$ cat config.mk
export PLATFORM = sky130hd
export DESIGN_NAME = ufa_core
export DESIGN_NICKNAME = d
export VERILOG_FILES = /design/src/pkg/ufa_pkg.sv /design/src/core/ufa_irda.sv /design/src/core/ufa_core.sv
export SDC_FILE = /design/constraint.sdc
export NUM_CORES = 1
export LEC_CHECK = 0
export BUFFER_PORTS_ARGS = -buffer_cell sky130_fd_sc_hd__buf_2
export CAP_MARGIN = 40
export CORE_MARGIN = 4
export CORE_UTILIZATION = 58
export CTS_CLUSTER_DIAMETER = 150
export CTS_CLUSTER_SIZE = 20
export DETAILED_ROUTE_END_ITERATION = 10
export PLACE_DENSITY = 0.84
export SYNTH_ARGS = -nofsm -noshare
export SYNTH_HDL_FRONTEND = slang
export SYNTH_HIERARCHICAL = 1
export SYNTH_SLANG_ARGS = --single-unit
$ cat constraint.sdc
create_clock -name clk_sys_i -period 2.9 [get_ports clk_sys_i]
set_clock_uncertainty 0.05 [all_clocks]
set_input_delay 0 -clock clk_sys_i [delete_from_list [all_inputs] [get_ports clk_sys_i]]
set_output_delay 0 -clock clk_sys_i [all_outputs]
set_load 0.02 [all_outputs]
$ cat src/pkg/ufa_pkg.sv
// Shared constants and state types for the UART flow, address and infrared extensions.
package ufa_pkg;
  localparam int OVERSAMPLE = 16;
  localparam int PAUSE_CHARS = 2;
  localparam logic [9:0] PAUSE_TICKS_PER_BIT = 10'(PAUSE_CHARS * OVERSAMPLE);
  localparam logic [3:0] CHAR_BITS_BASE = 4'h7;
  localparam logic [1:0] SFC_OFF = 2'h0;
  localparam logic [1:0] SFC_SINGLE = 2'h1;
  localparam logic [1:0] SFC_DOUBLE = 2'h2;
  localparam logic [1:0] SEL_RESUME1 = 2'h0;
  localparam logic [1:0] SEL_RESUME2 = 2'h1;
  localparam logic [1:0] SEL_PAUSE1 = 2'h2;
  localparam logic [1:0] SEL_PAUSE2 = 2'h3;
  localparam logic [7:0] CHAR_RST = 8'h00;
  localparam logic [6:0] TRIG_LVL0 = 7'h08;
  localparam logic [6:0] TRIG_LVL1 = 7'h10;
  localparam logic [6:0] TRIG_LVL2 = 7'h38;
  localparam logic [6:0] TRIG_LVL3 = 7'h3c;
  localparam logic [6:0] RESUME_LVL0 = 7'h00;
  localparam logic [6:0] RESUME_LVL1 = 7'h08;
  localparam logic [6:0] RESUME_LVL2 = 7'h10;
  localparam logic [6:0] RESUME_LVL3 = 7'h38;
  localparam int TAG_PE = 8;
  localparam int TAG_FE = 9;
  localparam int TAG_BK = 10;
  localparam int FIFO_W = 11;
  localparam logic [2:0] IR_W10_TICKS = 3'h3;
  localparam logic [2:0] IR_W11_TICKS = 3'h4;
  localparam logic [2:0] PARITY_FORCE0 = 3'h7;

  typedef enum logic [1:0] {
    RX_IDLE = 2'b01,
    RX_PEND = 2'b10
  } ufa_rx_e;

  typedef enum logic [1:0] {
    TX_IDLE = 2'b01,
    TX_SECOND = 2'b10
  } ufa_tx_e;
endpackage

$ cat src/core/ufa_irda.sv
// Infrared pulse encoder and decoder on the oversampling baud enable.
`timescale 1ns/1ps
module ufa_irda import ufa_pkg::*; #(
  parameter int TICKS_PER_BIT = OVERSAMPLE
) (
  input wire logic clk_sys_i,
  input wire logic nrst_i,
  input wire logic baud_tick_i,
  input wire logic ir_mode_i,
  input wire logic ir_fast_i,
  input wire logic tx_bit_i,
  input wire logic tx_bit_start_i,
  input wire logic rx_pin_i,
  output logic tx_pin_o,
  output logic rx_serial_o
);
  localparam int DW = $clog2(TICKS_PER_BIT);
  logic pulse_q, pulse_d;
  logic [2:0] pcnt_q, pcnt_d;
  logic prev_q, prev_d;
  logic low_q, low_d;
  logic [DW-1:0] dcnt_q, dcnt_d;
  logic tx_pin_q, tx_pin_d;
  logic rx_ser_q, rx_ser_d;
  logic [2:0] width;

  always_comb begin
    width = ir_fast_i ? IR_W11_TICKS : IR_W10_TICKS;
    pulse_d = pulse_q;
    pcnt_d = pcnt_q;
    if (tx_bit_start_i && !tx_bit_i) begin
      pulse_d = 1'b1;
      pcnt_d = 3'h0;
    end else if (pulse_q && baud_tick_i) begin
      if (pcnt_q == width - 3'h1) begin
        pulse_d = 1'b0;
      end else begin
        pcnt_d = pcnt_q + 3'h1;
      end
    end
    tx_pin_d = ir_mode_i ? pulse_d : tx_bit_i;
    prev_d = rx_pin_i;
    low_d = low_q;
    dcnt_d = dcnt_q;
    if (rx_pin_i && !prev_q) begin
      low_d = 1'b1;
      dcnt_d = '0;
    end else if (low_q && baud_tick_i) begin
      if (dcnt_q == DW'(TICKS_PER_BIT - 1)) begin
        low_d = 1'b0;
      end else begin
        dcnt_d = dcnt_q + DW'(1);
      end
    end
    rx_ser_d = ir_mode_i ? !low_d : rx_pin_i;
  end

  always_ff @(posedge clk_sys_i or negedge nrst_i) begin
    if (!nrst_i) begin
      pulse_q <= 1'b0;
      pcnt_q <= 3'h0;
      prev_q <= 1'b0;
      low_q <= 1'b0;
      dcnt_q <= '0;
      tx_pin_q <= 1'b1;
      rx_ser_q <= 1'b1;
    end else begin
      pulse_q <= pulse_d;
      pcnt_q <= pcnt_d;
      prev_q <= prev_d;
      low_q <= low_d;
      dcnt_q <= dcnt_d;
      tx_pin_q <= tx_pin_d;
      rx_ser_q <= rx_ser_d;
    end
  end

  assign tx_pin_o = tx_pin_q;
  assign rx_serial_o = rx_ser_q;
endmodule

$ cat src/core/ufa_core.sv
// Software flow control, special character, multidrop address and infrared wrapper logic.
`timescale 1ns/1ps
module ufa_core import ufa_pkg::*; (
  input wire logic clk_sys_i,
  input wire logic nrst_i,
  input wire logic baud_tick_i,
  input wire logic char_wr_i,
  input wire logic [1:0] char_sel_i,
  input wire logic [7:0] char_wdata_i,
  input wire logic [1:0] word_len_i,
  input wire logic parity_en_i,
  input wire logic stop2_i,
  input wire logic [1:0] sfc_rx_mode_i,
  input wire logic [1:0] sfc_tx_mode_i,
  input wire logic pause_irq_en_i,
  input wire logic enh_gate_i,
  input wire logic special_det_i,
  input wire logic multidrop_i,
  input wire logic rx_enable_i,
  input wire logic flag_clear_i,
  input wire logic rx_valid_i,
  input wire logic [7:0] rx_data_i,
  input wire logic rx_par_bit_i,
  input wire logic rx_par_err_i,
  input wire logic rx_frame_err_i,
  input wire logic rx_break_i,
  input wire logic [6:0] rx_fifo_level_i,
  input wire logic [1:0] rx_trig_sel_i,
  input wire logic host_tx_valid_i,
  input wire logic [7:0] host_tx_data_i,
  input wire logic tsr_ready_i,
  input wire logic tx_bit_i,
  input wire logic tx_bit_start_i,
  input wire logic ir_mode_i,
  input wire logic ir_fast_i,
  input wire logic rx_pin_i,
  output logic fifo_wr_o,
  output logic [FIFO_W-1:0] fifo_wdata_o,
  output logic lsr_irq_o,
  output logic host_tx_take_o,
  output logic tsr_load_o,
  output logic [7:0] tsr_data_o,
  output logic tx_suspended_o,
  output logic pause_flag_o,
  output logic irq_o,
  output logic tx_pin_o,
  output logic rx_serial_o
);
  logic [7:0] res1_q, res1_d, res2_q, res2_d, pau1_q, pau1_d, pau2_q, pau2_d;
  ufa_rx_e rx_st_q, rx_st_d;
  logic [FIFO_W-1:0] pend_q, pend_d, flush_word_q, flush_word_d, wdata_q, wdata_d;
  logic pend_pause_q, pend_pause_d, flush_q, flush_d, wr_q, wr_d, lsr_q, lsr_d;
  logic auto_en_q, auto_en_d, susp_q, susp_d, flag_q, flag_d, irq_q, irq_d;
  logic pause_hit, resume_hit, special_hit;
  logic [7:0] mask;
  logic md_norm, md_auto, fc_on;
  logic [FIFO_W-1:0] new_word;
  ufa_tx_e tx_st_q, tx_st_d;
  logic [9:0] dly_q, dly_d, pause_ticks;
  logic dly_run_q, dly_run_d, preq_q, preq_d, rreq_q, rreq_d, remote_q, remote_d;
  logic load_q, load_d, take_q, take_d;
  logic [7:0] tdata_q, tdata_d, sec_q, sec_d;
  logic [6:0] trig, resume;
  logic [3:0] char_bits;

  function automatic logic eq_wl(input logic [7:0] a, input logic [7:0] b, input logic [7:0] m);
    eq_wl = ((a ^ b) & m) == 8'h00;
  endfunction

  always_comb begin
    res1_d = res1_q;
    res2_d = res2_q;
    pau1_d = pau1_q;
    pau2_d = pau2_q;
    if (char_wr_i) begin
      if (char_sel_i == SEL_RESUME1) begin
        res1_d = char_wdata_i;
      end else if (char_sel_i == SEL_RESUME2) begin
        res2_d = char_wdata_i;
      end else if (char_sel_i == SEL_PAUSE1) begin
        pau1_d = char_wdata_i;
      end else begin
        pau2_d = char_wdata_i;
      end
    end
  end

  always_comb begin
    case (word_len_i)
      2'h0: mask = 8'h1f;
      2'h1: mask = 8'h3f;
      2'h2: mask = 8'h7f;
      default: mask = 8'hff;
    endcase
    md_norm = multidrop_i && enh_gate_i && !special_det_i;
    md_auto = multidrop_i && enh_gate_i && special_det_i;
    fc_on = (sfc_rx_mode_i != SFC_OFF) && !(multidrop_i && enh_gate_i);
    new_word = {rx_break_i, rx_frame_err_i, rx_par_err_i, rx_data_i};
    rx_st_d = rx_st_q;
    pend_d = pend_q;
    pend_pause_d = pend_pause_q;
    flush_d = 1'b0;
    flush_word_d = flush_word_q;
    wr_d = 1'b0;
    wdata_d = wdata_q;
    lsr_d = 1'b0;
    auto_en_d = md_auto ? auto_en_q : 1'b0;
    susp_d = fc_on ? susp_q : 1'b0;
    pause_hit = 1'b0;
    resume_hit = 1'b0;
    special_hit = 1'b0;
    if (flush_q) begin
      wr_d = 1'b1;
      wdata_d = flush_word_q;
    end
    if (rx_valid_i) begin
      if (md_auto) begin
        if (rx_par_bit_i) begin
          if (eq_wl(rx_data_i, pau2_q, mask)) begin
            auto_en_d = 1'b1;
            wr_d = 1'b1;
            wdata_d = {rx_break_i, rx_frame_err_i, rx_par_bit_i, rx_data_i};
            lsr_d = 1'b1;
          end else begin
            auto_en_d = 1'b0;
          end
        end else if (auto_en_q) begin
          wr_d = 1'b1;
          wdata_d = new_word;
        end
      end else if (md_norm) begin
        if (rx_par_bit_i) begin
          wr_d = 1'b1;
          wdata_d = {rx_break_i, rx_frame_err_i, 1'b1, rx_data_i};
          lsr_d = 1'b1;
        end else if (rx_enable_i) begin
          wr_d = 1'b1;
          wdata_d = new_word;
        end
      end else if (fc_on && sfc_rx_mode_i == SFC_DOUBLE && rx_st_q == RX_PEND) begin
        rx_st_d = RX_IDLE;
        if (pend_pause_q && eq_wl(rx_data_i, pau2_q, mask)) begin
          pause_hit = 1'b1;
        end else if (!pend_pause_q && eq_wl(rx_data_i, res2_q, mask)) begin
          resume_hit = 1'b1;
        end else begin
          wr_d = 1'b1;
          wdata_d = pend_q;
          if (eq_wl(rx_data_i, pau1_q, mask) || eq_wl(rx_data_i, res1_q, mask)) begin
            rx_st_d = RX_PEND;
            pend_d = new_word;
            pend_pause_d = eq_wl(rx_data_i, pau1_q, mask);
          end else begin
            flush_d = 1'b1;
            flush_word_d = new_word;
            special_hit = special_det_i && eq_wl(rx_data_i, pau2_q, mask);
          end
        end
      end else if (fc_on && eq_wl(rx_data_i, pau1_q, mask)) begin
        if (sfc_rx_mode_i == SFC_DOUBLE) begin
          rx_st_d = RX_PEND;
          pend_d = new_word;
          pend_pause_d = 1'b1;
        end else begin
          pause_hit = 1'b1;
        end
      end else if (fc_on && eq_wl(rx_data_i, res1_q, mask)) begin
        if (sfc_rx_mode_i == SFC_DOUBLE) begin
          rx_st_d = RX_PEND;
          pend_d = new_word;
          pend_pause_d = 1'b0;
        end else begin
          resume_hit = 1'b1;
        end
      end else begin
        wr_d = 1'b1;
        wdata_d = new_word;
        special_hit = special_det_i && eq_wl(rx_data_i, pau2_q, mask);
      end
    end
    if (pause_hit) begin
      susp_d = 1'b1;
    end
    if (resume_hit) begin
      susp_d = 1'b0;
    end
    flag_d = flag_q;
    if (flag_clear_i || resume_hit) begin
      flag_d = 1'b0;
    end
    if ((pause_hit && pause_irq_en_i) || special_hit) begin
      flag_d = 1'b1;
    end
    irq_d = flag_d;
  end

  always_comb begin
    case (rx_trig_sel_i)
      2'h0: begin trig = TRIG_LVL0; resume = RESUME_LVL0; end
      2'h1: begin trig = TRIG_LVL1; resume = RESUME_LVL1; end
      2'h2: begin trig = TRIG_LVL2; resume = RESUME_LVL2; end
      default: begin trig = TRIG_LVL3; resume = RESUME_LVL3; end
    endcase
    char_bits = CHAR_BITS_BASE + {2'h0, word_len_i} + {3'h0, parity_en_i} + {3'h0, stop2_i};
    pause_ticks = 10'(PAUSE_TICKS_PER_BIT * {6'h00, char_bits});
    dly_d = dly_q;
    dly_run_d = dly_run_q;
    preq_d = preq_q;
    rreq_d = rreq_q;
    remote_d = remote_q;
    if (sfc_tx_mode_i == SFC_OFF) begin
      dly_run_d = 1'b0;
      preq_d = 1'b0;
      rreq_d = 1'b0;
      remote_d = 1'b0;
    end else if (!remote_q) begin
      if (rx_fifo_level_i >= trig) begin
        if (!dly_run_q) begin
          dly_run_d = 1'b1;
          dly_d = 10'h000;
        end else if (baud_tick_i) begin
          if (dly_q == pause_ticks - 10'h001) begin
            dly_run_d = 1'b0;
            preq_d = 1'b1;
            remote_d = 1'b1;
          end else begin
            dly_d = dly_q + 10'h001;
          end
        end
      end else begin
        dly_run_d = 1'b0;
      end
    end else if (rx_fifo_level_i <= resume && !preq_q) begin
      rreq_d = 1'b1;
      remote_d = 1'b0;
    end
    tx_st_d = tx_st_q;
    load_d = 1'b0;
    take_d = 1'b0;
    tdata_d = tdata_q;
    sec_d = sec_q;
    if (tsr_ready_i && !load_q) begin
      case (tx_st_q)
        TX_IDLE: begin
          if (preq_q) begin
            load_d = 1'b1;
            tdata_d = pau1_q;
            sec_d = pau2_q;
            preq_d = 1'b0;
            if (sfc_tx_mode_i == SFC_DOUBLE) begin
              tx_st_d = TX_SECOND;
            end
          end else if (rreq_q) begin
            load_d = 1'b1;
            tdata_d = res1_q;
            sec_d = res2_q;
            rreq_d = 1'b0;
            if (sfc_tx_mode_i == SFC_DOUBLE) begin
              tx_st_d = TX_SECOND;
            end
          end else if (host_tx_valid_i && !susp_q) begin
            load_d = 1'b1;
            take_d = 1'b1;
            tdata_d = host_tx_data_i;
          end
        end
        TX_SECOND: begin
          load_d = 1'b1;
          tdata_d = sec_q;
          tx_st_d = TX_IDLE;
        end
        default: tx_st_d = TX_IDLE;
      endcase
    end
  end

  always_ff @(posedge clk_sys_i or negedge nrst_i) begin
    if (!nrst_i) begin
      res1_q <= CHAR_RST;
      res2_q <= CHAR_RST;
      pau1_q <= CHAR_RST;
      pau2_q <= CHAR_RST;
      rx_st_q <= RX_IDLE;
      pend_q <= '0;
      pend_pause_q <= 1'b0;
      flush_q <= 1'b0;
      flush_word_q <= '0;
      wr_q <= 1'b0;
      wdata_q <= '0;
      lsr_q <= 1'b0;
      auto_en_q <= 1'b0;
      susp_q <= 1'b0;
      flag_q <= 1'b0;
      irq_q <= 1'b0;
      tx_st_q <= TX_IDLE;
      dly_q <= 10'h000;
      dly_run_q <= 1'b0;
      preq_q <= 1'b0;
      rreq_q <= 1'b0;
      remote_q <= 1'b0;
      load_q <= 1'b0;
      take_q <= 1'b0;
      tdata_q <= 8'h00;
      sec_q <= 8'h00;
    end else begin
      res1_q <= res1_d;
      res2_q <= res2_d;
      pau1_q <= pau1_d;
      pau2_q <= pau2_d;
      rx_st_q <= rx_st_d;
      pend_q <= pend_d;
      pend_pause_q <= pend_pause_d;
      flush_q <= flush_d;
      flush_word_q <= flush_word_d;
      wr_q <= wr_d;
      wdata_q <= wdata_d;
      lsr_q <= lsr_d;
      auto_en_q <= auto_en_d;
      susp_q <= susp_d;
      flag_q <= flag_d;
      irq_q <= irq_d;
      tx_st_q <= tx_st_d;
      dly_q <= dly_d;
      dly_run_q <= dly_run_d;
      preq_q <= preq_d;
      rreq_q <= rreq_d;
      remote_q <= remote_d;
      load_q <= load_d;
      take_q <= take_d;
      tdata_q <= tdata_d;
      sec_q <= sec_d;
    end
  end

  assign fifo_wr_o = wr_q;
  assign fifo_wdata_o = wdata_q;
  assign lsr_irq_o = lsr_q;
  assign host_tx_take_o = take_q;
  assign tsr_load_o = load_q;
  assign tsr_data_o = tdata_q;
  assign tx_suspended_o = susp_q;
  assign pause_flag_o = flag_q;
  assign irq_o = irq_q;

  ufa_irda #(.TICKS_PER_BIT(OVERSAMPLE)) u_irda (
    .clk_sys_i(clk_sys_i),
    .nrst_i(nrst_i),
    .baud_tick_i(baud_tick_i),
    .ir_mode_i(ir_mode_i),
    .ir_fast_i(ir_fast_i && enh_gate_i),
    .tx_bit_i(tx_bit_i),
    .tx_bit_start_i(tx_bit_start_i),
    .rx_pin_i(rx_pin_i),
    .tx_pin_o(tx_pin_o),
    .rx_serial_o(rx_serial_o)
  );
endmodule

Word-level counts from Yosys, hierarchy flattened. Cells that the tools add are included. W data, S select, Z words.

Muxes and demuxes: 165. Bitwise gates (word level): 18. Equality and inequality tests: 25. $add $sub $neg: 8. Order comparisons: 2. Reduce and logical (&&, ||, !) cells: 62.

Operators by type and width (number): $mux W11 (21); $mux W1 (113); $mux W8 (5); $pmux W6 S3 (2); $and A8 B8 Y8 (4); $logic_not A8 Y1 (4); $xor A8 B8 Y8 (4); $mux W10 (3); $pmux W8 S3 (1); $mux W2 (11); $logic_and A1 B1 Y1 (20); $pmux W8 S2 (1); $eq A2 B2 Y1 const B (7); $reduce_and A7 Y1 (2); $reduce_bool A2 Y1 (7); $mux W3 (4); $mux W4 (3); $reduce_and A4 Y1 (3); $add A10 B1 Y10 const B (1); $eq A10 B10 Y1 (1); $not A1 Y1 (10); $sub A9 B1 Y10 const B (1); $logic_not A1 Y1 (9); $reduce_and A3 Y1 (3); 21 further kinds (40).

Logic and storage cells: 312. Output and inout port bits: 28. Flip-flop bits (word level): 120. Bits of input ports: 65.

Depth between registers and ports, before layout.
Word-level depth: 14. Depth in mapped cells: 14. Depth with buffers taken out: 13.

Modules after synthesis. Netlist, hierarchy kept.

By module, submodules not included: ufa_core (cells an instance 617, sequential area each 2705.1 µm², times used 1, area an instance 6264.8 µm²); ufa_irda (cells an instance 56, sequential area each 302.8 µm², times used 1, area an instance 598.1 µm²).

Least setup slack after synthesis. Ideal clock, no wire load.

Path type: input to register. Start: input word_len_i[0]. End: register preq_q. Setup time: 77 ps. Data arrival time: 2529 ps. Required time: 2773 ps. Cell stages on the path: 14. Buffers on the path: 1. Path slack: 244 ps. Path through: inv_1 ha_1 inv_1 ha_1 inv_1 fa_1 ha_1 and2_1 a211oi_1 a211o_1 a2111oi_4 buf_2 nand4_1 a21oi_1.

Word-level cells in the longest chain between the ends: 14.

RTL lines: start, declared (line ufa_core.sv:10) `input wire logic [1:0] word_len_i,`; $add A3 B2 Y4 (*) (line ufa_core.sv:204) `char_bits = CHAR_BITS_BASE + {2'h0, word_len_i} + {3'h0, parity_en_i} + {3'h0, stop2_i};`; $add A4 B1 Y4 (*) (2 in series) (line ufa_core.sv:204); $sub A9 B1 Y10 (*) (line ufa_core.sv:222) `if (dly_q == pause_ticks - 10'h001) begin`; $eq A10 B10 Y1 (*) (line ufa_core.sv:222); $mux W1 (*) (line ufa_core.sv:222); $mux W1 (*) (line ufa_core.sv:221) `end else if (baud_tick_i) begin`; $mux W1 (*) (line ufa_core.sv:218) `if (!dly_run_q) begin`; $mux W1 (*) (line ufa_core.sv:217) `if (rx_fifo_level_i >= trig) begin`; $mux W1 (*) (line ufa_core.sv:216) `end else if (!remote_q) begin`; $mux W1 (*) (line ufa_core.sv:211) `if (sfc_tx_mode_i == SFC_OFF) begin`; $mux W1 (line ufa_core.sv:245) `if (preq_q) begin`; $mux W1 (line ufa_core.sv:243) `case (tx_st_q)`; $mux W1 (*) (line ufa_core.sv:242) `if (tsr_ready_i && !load_q) begin`; via preq_d (line ufa_core.sv:60) `logic dly_run_q, dly_run_d, preq_q, preq_d, rreq_q, rreq_d, remote_q, remote_d;`; end signal, assigned (line ufa_core.sv:325) `preq_q <= preq_d;`; end, declared (line ufa_core.sv:60).

Mark *: on every way through the listed nets, which the timed path passes. The rest lies on a longest branch. A chain may end at the register's enable or synchronous reset.

Worst setup path after layout.
Start: register rreq_q. End: register tx_st_q[0].

Word-level cells in the longest chain between the ends: 2.

RTL lines: start, declared (line ufa_core.sv:60); start signal, assigned (line ufa_core.sv:326) `rreq_q <= rreq_d;`; $ne A3 B3 Y1 (no line); $reduce_and A2 Y1 (no line); end signal, assigned (line ufa_core.sv:322) `tx_st_q <= tx_st_d;`; end, declared (line ufa_core.sv:58) `ufa_tx_e tx_st_q, tx_st_d;`.

Every way passes these cells.

==> summary.md <==
• completed — status
• clkbuf_16 — CTS Root Buffer Type
• 0.852 — final weighted congestion in routability-driven placement
• 52.7% — worst relative slew slack
• register — Setup crit start kind
• 19.0 um — average wire length per cell after detail routing
• 28.0% — global-route usage over all layers
• rreq_q — launching point of the worst reg2reg path
• 673 — Post-Syn Instances
• 0.0136 sq mm — die area
• 93 — maximum number of pins on one net before global-route repair
• 12 — worst-path fanout max
• 23.9% — fraction of layout cells with a size suffix above 1
• yes — CTS tree
• 6.16 — ratio of routed vias to standard cells
• 8 — detailed-router iteration count before antenna repair
• 6127 — number of global-route vias before repair
• 2 — Max Root-Sink Buffers
• 92 — Buffers on Ports
• 2680 ps — time the worst path needs with I/O delays and setup
• 759 — net count after synthesis
• 73.2% — Layout Utilization
• 43.8% — sequential element share of the synthesized area
• reg2reg — WS Path Type
• 0 — hold violation total from the final report
• 22.8% — area grow syn2layout
• 9.33 ps — tightest hold margin
• 0.00686 sq mm — cell area after technology mapping
• 411 — DR iter-0 viols
• 59.6% — Initial Util
• 0 — final count of pins violating max slew
• 0 — Antenna Cells
• 0.546 mV — Peak supply drop
• 5 — cells on worst reg2reg path
• 117 um — Chip Width
• 0 — Overflow after GRT
• 120 — number of flip-flops and latches in the synthesized netlist
• 373 MHz — max frequency
• 120 — clock tree sinks
• 92.5% — final worst-path cycle share
• 3840 uW — Pint
• 0 — post-detailed-route count of antenna-violating nets
• 710 ps — slew at the pin closest to its max-slew limit
• 29.4 mm — first-pass GRT wire length
• 650 mW/mm^2 — Power Density
• 0.0115 sq mm — core box area
• register — type of destination of the critical path
• dfrtp_1 — most used flip-flop cell after synthesis
• in2async — worst hold path class
• 73 — number of distinct library cell variants in the gate-level netlist after synthesis
• 4 — H-tree depth
• dfrtp_1 — leading cell type in the layout, fill and taps excluded
• 0 — residual DRC count
• 41.9% — relative contribution of sequential cells to total power
• 1640 uW — net switching power
• 0 — max cap viols
• 5909 — total number of vias
• 12.2 mm — dpl hpwl
• 2970 ps — CP Data Arrival Time
• 10.2 sq um — Avg Cell Area, Syn
• 0.00389 uW — Leak Pwr
• 22.7% — Combinational Power Share
• 3190 ps — required time at the worst-slack endpoint
• 35.5% — Clock power frac
• 891 — post-layout net count
• 117 um — y dimension of the die
• 50 ps — clock transition at the register clock pins on the worst setup and hold paths after CTS
• 6 — number of synthesis warnings
• 100% — asr flop ratio synth
• no — setup repair after global routing missed its margin
• 0 — initial antenna violation count
• 39 — number of placement rows
• 0 — number of enable-type register cells in the synthesized netlist
• 93 — I/O pin total
• 0 — number of setup violations in the final report
• dfrtp_1, buf_2, nor2_1 — commonest cells after routing, fill and taps aside
• 18.3 mm — drt total wl
• 220 ps — register-to-register setup slack
• tx_st_q[0] — r2r endpoint
• 30.0% — Sw Ratio
• 17 — clock buffer count from CTS
• 420 ps — insertion delay to the later sink of the worst-skew pair
==> stage by stage <==
step                power, uW  cells  worst slack (ps)  TNS (ps)  instance area, sq um
floorplan                3060    673               244         0                  6860
global placement         3380    889              6.67         0                  7480
detailed placement       3470    889              -133     -1140                  7480
CTS                      5470    960               140         0                  8420
global route             5720    960              78.3         0                  8420
finish                   5480    960               219         0                  8420
==> synth_stat cells, types with 3 or more instances <==
| cell type | n | share of area (%) |
|---|---|---|
| dfrtp_1 | 116 | 42 |
| ha_1 | 20 | 3.6 |
| o221ai_1 | 11 | 1.4 |
| inv_1 | 36 | 2.0 |
| mux2_1 | 13 | 2.1 |
| nand3_1 | 24 | 1.8 |
| a22oi_1 | 3 | 0.33 |
| nor2b_1 | 6 | 0.55 |
| nor3_1 | 22 | 1.6 |
| mux2_4 | 7 | 1.5 |
| nor3b_1 | 4 | 0.44 |
| mux2i_1 | 32 | 4.7 |
| a211o_1 | 6 | 0.77 |
| nand2_1 | 27 | 1.5 |
| xnor2_1 | 7 | 0.89 |
| xor2_1 | 33 | 4.2 |
| clkbuf_1 | 17 | 0.93 |
| buf_2 | 10 | 0.73 |
| o211a_1 | 3 | 0.44 |
| nor2_1 | 63 | 3.4 |
| o21ai_0 | 22 | 1.6 |
| mux2_2 | 35 | 5.7 |
| buf_1 | 4 | 0.22 |
| a211oi_1 | 7 | 0.77 |
| and3_1 | 3 | 0.27 |
| or3_1 | 3 | 0.27 |
| nand3b_1 | 4 | 0.44 |
| nand2b_1 | 7 | 0.64 |
| o41ai_1 | 5 | 0.64 |
| a21oi_1 | 49 | 3.6 |
| o31ai_1 | 8 | 0.88 |
| and2_1 | 5 | 0.46 |
| a31oi_1 | 7 | 0.64 |
| a21o_1 | 3 | 0.33 |
| dfstp_2 | 4 | 1.5 |
==> layout make-up <==
class	instances	area [sq um]
fillers	765	3090
inverters	36	135
repair buffers	147	988
multi-input cells	483	3580
clock inverters	4	45.0
well taps	143	179
flip-flops and latches	120	3010
clock buffers	27	493
==> power groups by stage <==
stage                     Combinational (uW)  Clock [uW]  Sequential [uW]
after floorplan                          748           0             2310
after global placement                  1100           0             2280
after detailed placement                1170           0             2310
after CTS                               1230        1960             2290
after global routing                    1370        2030             2330
final                                   1240        1940             2290
==> critical path, cell delays in order, from the launching register on <==
cell	delay, ps
dfrtp_1	760
nor2_1	230
nor4b_1	290
dlygate4sd3_1	620
o22ai_1	90
dlygate4sd3_1	570
==> kinds of logic after synthesis <==
family                   count (synthesis)  share of synthesized area (%)
AO/OA/AOI/OAI                          146                           14.7
XOR/XNOR                                40                           5.10
adder cells (fa/ha/maj)                 21                           3.94
buffers and inverters                   70                           4.23
flip-flops                             120                           43.8
multiplexers                            87                           14.1
AND/OR/NAND/NOR                        189                           14.1
==> per-layer routing <==
| metal | up-vias | wire length (um) | track usage (%) |
|---|---|---|---|
| li1 | 2687 | - | - |
| met1 | 2895 | 7180 | 34.0 |
| met2 | 269 | 9340 | 48.1 |
| met3 | 58 | 1170 | 5.40 |
| met4 | 0 | 593 | 13.1 |
| met5 | - | 0 | 0 |
==> sequential cells by signal, indices dropped and copies added (netlist names), 2 cells and up <==
name	flops
u_irda/dcnt_q	4
res1_q	8
u_irda/pcnt_q	3
pau2_q	8
tx_st_q	2
pend_q	11
sec_q	8
fifo_wdata_o	11
rx_st_q	2
tsr_data_o	8
pau1_q	8
dly_q	10
flush_word_q	11
res2_q	8
==> timing repair <==
action,CTS,global route
resized for setup,0,1
endpoints found under the hold margin,203,0
setup endpoints to repair,0,1
hold buffers,40,0
buffers inserted,0,0
==> worst max path at each step <==
stage                            end           from
final                     tx_st_q[0]         rreq_q
after global routing        dly_q[2]  word_len_i[0]
after CTS                  auto_en_q      pau2_q[5]
after detailed placement    dly_q[9]  word_len_i[0]
after global placement      remote_q  word_len_i[0]
after floorplan               preq_q  word_len_i[0]
Power figures use the tool's default switching activity.
